`config.mk`:
```
export PLATFORM = sky130hd
export DESIGN_NAME = sar_adc_sequencer
export DESIGN_NICKNAME = d
export VERILOG_FILES = /design/src/common/sar_adc_pkg.sv /design/src/rtl/pin_sync.sv /design/src/rtl/pin_edge.sv /design/src/rtl/sar_adc_sequencer.sv
export SDC_FILE = /design/constraint.sdc
export NUM_CORES = 1
export LEC_CHECK = 0
export CAP_MARGIN = 5
export CORE_UTILIZATION = 55
export CTS_BUF_LIST = sky130_fd_sc_hd__clkbuf_8
export CTS_CLUSTER_SIZE = 20
export DETAILED_ROUTE_END_ITERATION = 10
export DONT_BUFFER_PORTS = 1
export GPL_ROUTABILITY_DRIVEN = 0
export PLACE_DENSITY = 0.78
export SLEW_MARGIN = 20
export SYNTH_ARGS = -nofsm -noshare
export SYNTH_HDL_FRONTEND = slang
export SYNTH_HIERARCHICAL = 1
export SYNTH_SLANG_ARGS = --single-unit
```
`constraint.sdc`:
```
create_clock -name core_clk -period 1.7 [get_ports core_clk]
set_input_delay 0.425 -clock core_clk [delete_from_list [all_inputs] [get_ports core_clk]]
set_output_delay 0.425 -clock core_clk [all_outputs]
set_load 0.03 [all_outputs]
```
`src/common/sar_adc_pkg.sv`:
```
`default_nettype none
package sar_adc_pkg;

	// converter word geometry
	localparam int WORD_W = 10;
	localparam int TRIAL_W = 4;
	localparam logic [TRIAL_W-1:0] MSB_IDX = 4'h9;
	localparam logic [TRIAL_W-1:0] LSB_IDX = 4'h0;
	localparam logic [TRIAL_W-1:0] TRIAL_ONE = 4'h1;
	localparam logic [TRIAL_W-1:0] TRIAL_ZERO = 4'h0;
	localparam logic [TRIAL_W-1:0] STEP_COUNT = 4'hA;
	localparam logic [WORD_W-1:0] WORD_ONE = 10'h001;

	// drive pattern after a clear: msb switch on, all others off
	localparam logic [WORD_W-1:0] CLEAR_DRIVE = 10'h1FF;
	// result pattern after a clear: one followed by nine zeros
	localparam logic [WORD_W-1:0] CLEAR_WORD = 10'h200;

	// external pins, grouped for synchronising
	typedef struct packed {
		logic demand;
		logic clear;
		logic shift;
		logic comp;
	} pins_t;

	localparam pins_t PINS_ZERO = '{demand: 1'b0, clear: 1'b0, shift: 1'b0, comp: 1'b0};

	// three-stage synchroniser state
	typedef struct packed {
		pins_t s1;
		pins_t s2;
		pins_t s3;
		pins_t lvl;
	} sync_state_t;

	// rising-edge detector state
	typedef struct packed {
		pins_t prev;
		pins_t rise;
	} edge_state_t;

	// conversion phases
	typedef enum logic [1:0] {
		PH_IDLE,
		PH_CONVERT,
		PH_DONE
	} phase_t;

	// sequencer state
	typedef struct packed {
		phase_t phase;
		logic [TRIAL_W-1:0] trial;
		logic [WORD_W-1:0] drive;
		logic [WORD_W-1:0] word;
		logic ready;
	} sar_state_t;

	localparam sar_state_t SAR_RESET = '{
		phase: PH_IDLE,
		trial: MSB_IDX,
		drive: CLEAR_DRIVE,
		word: CLEAR_WORD,
		ready: 1'b0
	};

endpackage : sar_adc_pkg
`default_nettype wire

```
`src/rtl/pin_sync.sv`:
```
`timescale 1ns/100ps
`default_nettype none
module pin_sync
	import sar_adc_pkg::*;
(
	// clock, reset and enable
	input wire logic core_clk,
	input wire logic rstn,
	input wire logic clk_en,
	// raw pins and filtered levels
	input var pins_t pins_raw,
	output var pins_t pins_lvl
);

	sync_state_t st_reg;
	sync_state_t st_next;

	// shift chain; level follows only when stages two and three agree
	always_comb begin
		st_next = st_reg;
		st_next.s1 = pins_raw;
		st_next.s2 = st_reg.s1;
		st_next.s3 = st_reg.s2;
		for (int i = 0; i < $bits(pins_t); i++) begin
			if (st_reg.s2[i] == st_reg.s3[i]) begin
				st_next.lvl[i] = st_reg.s3[i];
			end
		end
	end

	// state register
	always_ff @(posedge core_clk or negedge rstn) begin
		if (!rstn) begin
			st_reg <= '{s1: PINS_ZERO, s2: PINS_ZERO, s3: PINS_ZERO, lvl: PINS_ZERO};
		end else if (clk_en) begin
			st_reg <= st_next;
		end
	end

	assign pins_lvl = st_reg.lvl;

endmodule : pin_sync
`default_nettype wire

```
`src/rtl/pin_edge.sv`:
```
`timescale 1ns/100ps
`default_nettype none
module pin_edge
	import sar_adc_pkg::*;
(
	// clock, reset and enable
	input wire logic core_clk,
	input wire logic rstn,
	input wire logic clk_en,
	// filtered levels and their rising edges
	input var pins_t pins_lvl,
	output var pins_t pins_rise
);

	edge_state_t st_reg;
	edge_state_t st_next;

	// one-cycle pulse on each rising level
	always_comb begin
		st_next.prev = pins_lvl;
		st_next.rise = pins_lvl & ~st_reg.prev;
	end

	// state register
	always_ff @(posedge core_clk or negedge rstn) begin
		if (!rstn) begin
			st_reg <= '{prev: PINS_ZERO, rise: PINS_ZERO};
		end else if (clk_en) begin
			st_reg <= st_next;
		end
	end

	assign pins_rise = st_reg.rise;

endmodule : pin_edge
`default_nettype wire

```
`src/rtl/sar_adc_sequencer.sv`:
```
`timescale 1ns/100ps
`default_nettype none
// Overview of operation
// RQ1: a conversion starts at the msb and tries a zero on one bit at a time, downward.
// RQ2: each switch-drive bit is active low, zero closes its ladder switch.
// RQ3: if the ladder level is above the input, the tried bit goes back to one.
// RQ4: if the input is above the ladder level, the tried bit stays at zero.
// RQ5: trials go on until the lsb is decided, and then the word is complete.
// RQ6: the output word is the bitwise complement of the switch-drive bits.
// RQ7: register and output word are ten bits wide.
// RQ8: a comparator one means the input is above the ladder, zero means below.
// RQ9: the clear pulse after the demand edge clears all conversion state.
// RQ10: after a clear, bit 9 (msb) drive is zero and the rest are one.
// RQ11: each step resolves the tried bit, tries the next, and resolved bits stay put.
// RQ12: the timing sends ten demand-gated shift clocks per word, none more.
// RQ13: the finished word holds steady until the next clear pulse.
module sar_adc_sequencer
	import sar_adc_pkg::*;
(
	// clock, reset and enable
	input wire logic core_clk,
	input wire logic rstn,
	input wire logic clk_en,
	// telemetry timing pins
	input wire logic data_demand,
	input wire logic clear_clock,
	input wire logic shift_clock,
	// comparator pin, high when analog_input_level exceeds ladder_trial_level
	input wire logic comp_high,
	// ladder switch drive, active low
	output logic [WORD_W-1:0] switch_drive_n,
	// result toward the multiplexer
	output logic [WORD_W-1:0] conversion_word,
	output logic word_ready
);

	pins_t pins_raw;
	pins_t pins_lvl;
	pins_t pins_rise;
	sar_state_t st_reg;
	sar_state_t st_next;
	logic step_req;
	logic step_taken;
	logic clear_taken;

	// one-hot mask for a bit position
	function automatic logic [WORD_W-1:0] bit_mask(input logic [TRIAL_W-1:0] idx);
		bit_mask = WORD_ONE << idx;
	endfunction : bit_mask

	// gather the external pins
	assign pins_raw.demand = data_demand;
	assign pins_raw.clear = clear_clock;
	assign pins_raw.shift = shift_clock;
	assign pins_raw.comp = comp_high;

	// pins cross into the core clock domain
	pin_sync u_sync (
		.core_clk(core_clk),
		.rstn(rstn),
		.clk_en(clk_en),
		.pins_raw(pins_raw),
		.pins_lvl(pins_lvl)
	);

	// edges of the filtered pins
	pin_edge u_edge (
		.core_clk(core_clk),
		.rstn(rstn),
		.clk_en(clk_en),
		.pins_lvl(pins_lvl),
		.pins_rise(pins_rise)
	);

	// shift clock counts only while data demand is high
	assign step_req = pins_rise.shift & pins_lvl.demand; // RQ12

	// a step or clear that actually changes state this cycle
	assign clear_taken = clk_en & pins_rise.clear;
	assign step_taken = clk_en & step_req & ~pins_rise.clear & (st_reg.phase == PH_CONVERT);

	// successive-approximation next state
	always_comb begin
		st_next = st_reg;
		if (pins_rise.clear) begin
			// clear wins over any step in the same cycle
			st_next.phase = PH_CONVERT; // RQ9
			st_next.trial = MSB_IDX; // RQ1
			st_next.drive = CLEAR_DRIVE; // RQ10
			st_next.ready = 1'b0;
		end else if (step_req && st_reg.phase == PH_CONVERT) begin
			if (!pins_lvl.comp) begin
				// ladder above input: release the tried switch
				st_next.drive = st_reg.drive | bit_mask(st_reg.trial); // RQ3 RQ8 RQ2
			end
			// input above ladder: tried switch stays closed, RQ4
			if (st_reg.trial == LSB_IDX) begin
				st_next.phase = PH_DONE; // RQ5
				st_next.ready = 1'b1;
			end else begin
				// close the next lower switch as the new trial
				st_next.drive = st_next.drive & ~bit_mask(st_reg.trial - TRIAL_ONE); // RQ11
				st_next.trial = st_reg.trial - TRIAL_ONE; // RQ1
			end
		end
		// word is always the complement of the drive
		st_next.word = ~st_next.drive; // RQ6 RQ7
	end

	// state register; done phase ignores further shifts
	always_ff @(posedge core_clk or negedge rstn) begin
		if (!rstn) begin
			st_reg <= SAR_RESET;
		end else if (clk_en) begin
			st_reg <= st_next; // RQ13
		end
	end

	// outputs straight from the state register
	assign switch_drive_n = st_reg.drive;
	assign conversion_word = st_reg.word;
	assign word_ready = st_reg.ready;

	// steps counted since the last clear, for checking only
	logic [TRIAL_W-1:0] steps_seen;

	always_ff @(posedge core_clk or negedge rstn) begin
		if (!rstn) begin
			steps_seen <= TRIAL_ZERO;
		end else if (clear_taken) begin
			steps_seen <= TRIAL_ZERO;
		end else if (step_taken) begin
			steps_seen <= steps_seen + TRIAL_ONE;
		end
	end
endmodule : sar_adc_sequencer
`default_nettype wire

```
==> run metrics <==
Initial DRT Pass Iterations 4; worst path required time 1920 ps; vias in the first global route 1,456; total grt overflow 0; first-pass GRT wire length 6492 um; synthesized instance count about 210; status finished, final reports clean; initial antenna violation count 0; Leak 0.0009957 uW; Internal Power roughly 2300 uW; part of the power in registers 58.0%; Max IR drop VDD slightly above 800 uV; vias 1,460; maximum clock rate 606.7 MHz; Comb pwr share roughly a quarter; placed cells 230; CP Class flip-flop to flip-flop; Hold Crit Start clk_en; WP data arrival between 1500 and 2000 ps; Fin. Hold Viols 0; Multi-input gate area 877.1 um2; worst hold stages 1; Pins Over Slew Limit 0; yosys synthesis warning count 6; area growth from synthesis to layout -1.323%; critical path buffer and inverter count 0; num rows 23; Synth Net Count between 200 and 250; startpoint class of the critical path flip-flop; gr usage total approximately a fifth; critical-path cell list or3b_4 -> or3_4 -> nor3b_1; FF-to-FF path depth 3; nets@finish roughly 200; Clock Latency Late Sink 290 ps; Tcrit/Tclk final between 90% and 100%; Initial Util 58.25%; DR DRC count 0; I/O pins 28; TritonCTS clock tree built; Die Ht about 68 um; Worst-Margin Slew approximately 460 ps; CTS Buf Count 5; max_cap viols 0; n_diodes 0; commonest cells after routing, fill and taps aside 35 x dfrtp_1, 13 x mux2_2, 12 x dfstp_2; clk root buf clkbuf_8; Layout Cells excl Fill 240; Avg Synthesized Cell Area 11.15 um2; R2R setup slack between 50 and 60 ps; antenna-violating nets left 0; total setup buffers inserted after CTS 0; RSZ-0062 raised after global routing no; RR Endpoint switch_drive_n[7]$_DFFE_PN1P_; Post-Syn Area between 2000 and 2500 um2; CP Max Fanout 6; CTS Buffer Depth 2; slew margin rel. 69.29%; Die X between 60 and 70 um; Fillers about 330; leading cell type in the layout, fill and taps excluded dfrtp_1; DRT iter0 DRCs 74; worst-case clock skew approximately 11 ps; Clock Pin Slew Worst Setup and Hold Paths approximately 90 ps; Power Density about 1600 nW/um2; Vias/cell 6.083; Hold WC Path Type input pin to flip-flop; CP max stage cell dfstp_2; setup violators final 0; CTS Sinks between 40 and 50; htree depth 2; clock share of power between 10% and 20%; Switching Share about two fifths; Reg-to-Reg Start st_reg[24]$_DFFE_PN1P_; drt wl/cell around 16 um; setup TNS 0 ps; area of the die between 4000 and 5000 um2; Reg area about 1200 um2; Worst Setup End Kind flip-flop; family with the most delay on the worst path simple AND/OR/NAND/NOR gates; I/O Buffers 0; layout cells sized above 1 between 20% and 30%; largest net degree at the start of global routing 48; Min Clock Period, post-route 1648 ps; Core Region between 4000 and 5000 um2; drt total wl 3854 um; HPWL Detailed 2634 um; crit-path max cell delay approximately 610 ps; switching power ~1500 uW; Hold Crit Endpoint u_edge/pins_rise[2]$_DFFE_PN0P_
-- stage by stage --
step	area (um2)	power [uW]	hold WS [ps]	utilization (%)	setup WS (ps)
3_5_place_dp	2207	3153	130.9	54.39	80.44
3_3_place_gp	2207	3090	130.9	54.39	98.15
2_1_floorplan	2364	3210	129.4	-	70.58
6_report	2332	3780	244.1	57.48	51.62
4_1_cts	2326	3802	226.5	57.32	63.97
5_1_grt	2332	4029	226.9	57.48	0.9563
-- layer usage --
metal  vias up  share of wire, %  global-route usage [%]
met1       725                45                   23.64
met2        38                51                   31.56
li1        695                 -                       -
met5         -                 0                       0
met3         2               4.0                   4.730
met4         0              0.36                   6.383
-- worst reg2reg max path, stage by stage (launching register included) --
cell	delay, ps
dfstp_2	610
or3b_4	420
or3_4	400
nor3b_1	150
-- power groups by stage --
stage / Clock [uW] / Sequential [uW] / Combinational [uW]
finish: 611 / 2190 / 977
global route: 672 / 2250 / 1110
CTS: 634 / 2190 / 975
detailed placement: 0 / 2210 / 943
global placement: 0 / 2180 / 905
floorplan: 0 / 1710 / 1500
-- cell type report --
class / count / share of cell area, %
inverters: 6 / 0.9657
well taps: 50 / 2.682
repair buffers: 10 / 4.185
flip-flops and latches: 47 / 51.07
clock buffers: 5 / 2.951
clock inverters: 3 / 0.5365
multi-input cells: 119 / 37.61
-- worst max-delay path by stage --
stage / startpoint / to / slack, ps / cells past startpoint
4_1_cts: st_reg[24]$_DFFE_PN1P_ / switch_drive_n[7]$_DFFE_PN1P_ / 60 / 3
2_1_floorplan: st_reg[24]$_DFFE_PN1P_ / switch_drive_n[7]$_DFFE_PN1P_ / 70 / 4
5_1_grt: st_reg[22]$_DFFE_PN0P_ / switch_drive_n[2]$_DFFE_PN1P_ / 1 / 4
3_3_place_gp: st_reg[24]$_DFFE_PN1P_ / switch_drive_n[7]$_DFFE_PN1P_ / 100 / 3
3_5_place_dp: st_reg[24]$_DFFE_PN1P_ / switch_drive_n[7]$_DFFE_PN1P_ / 80 / 3
6_report: st_reg[24]$_DFFE_PN1P_ / switch_drive_n[7]$_DFFE_PN1P_ / 50 / 3
-- timing repair --
item                                    CTS  global route
hold buffers                              2             0
resized for setup                         0             2
endpoints found under the setup margin    0             2
endpoints found under the hold margin    47             0
No activity file was read; power rests on OpenSTA's default activity.
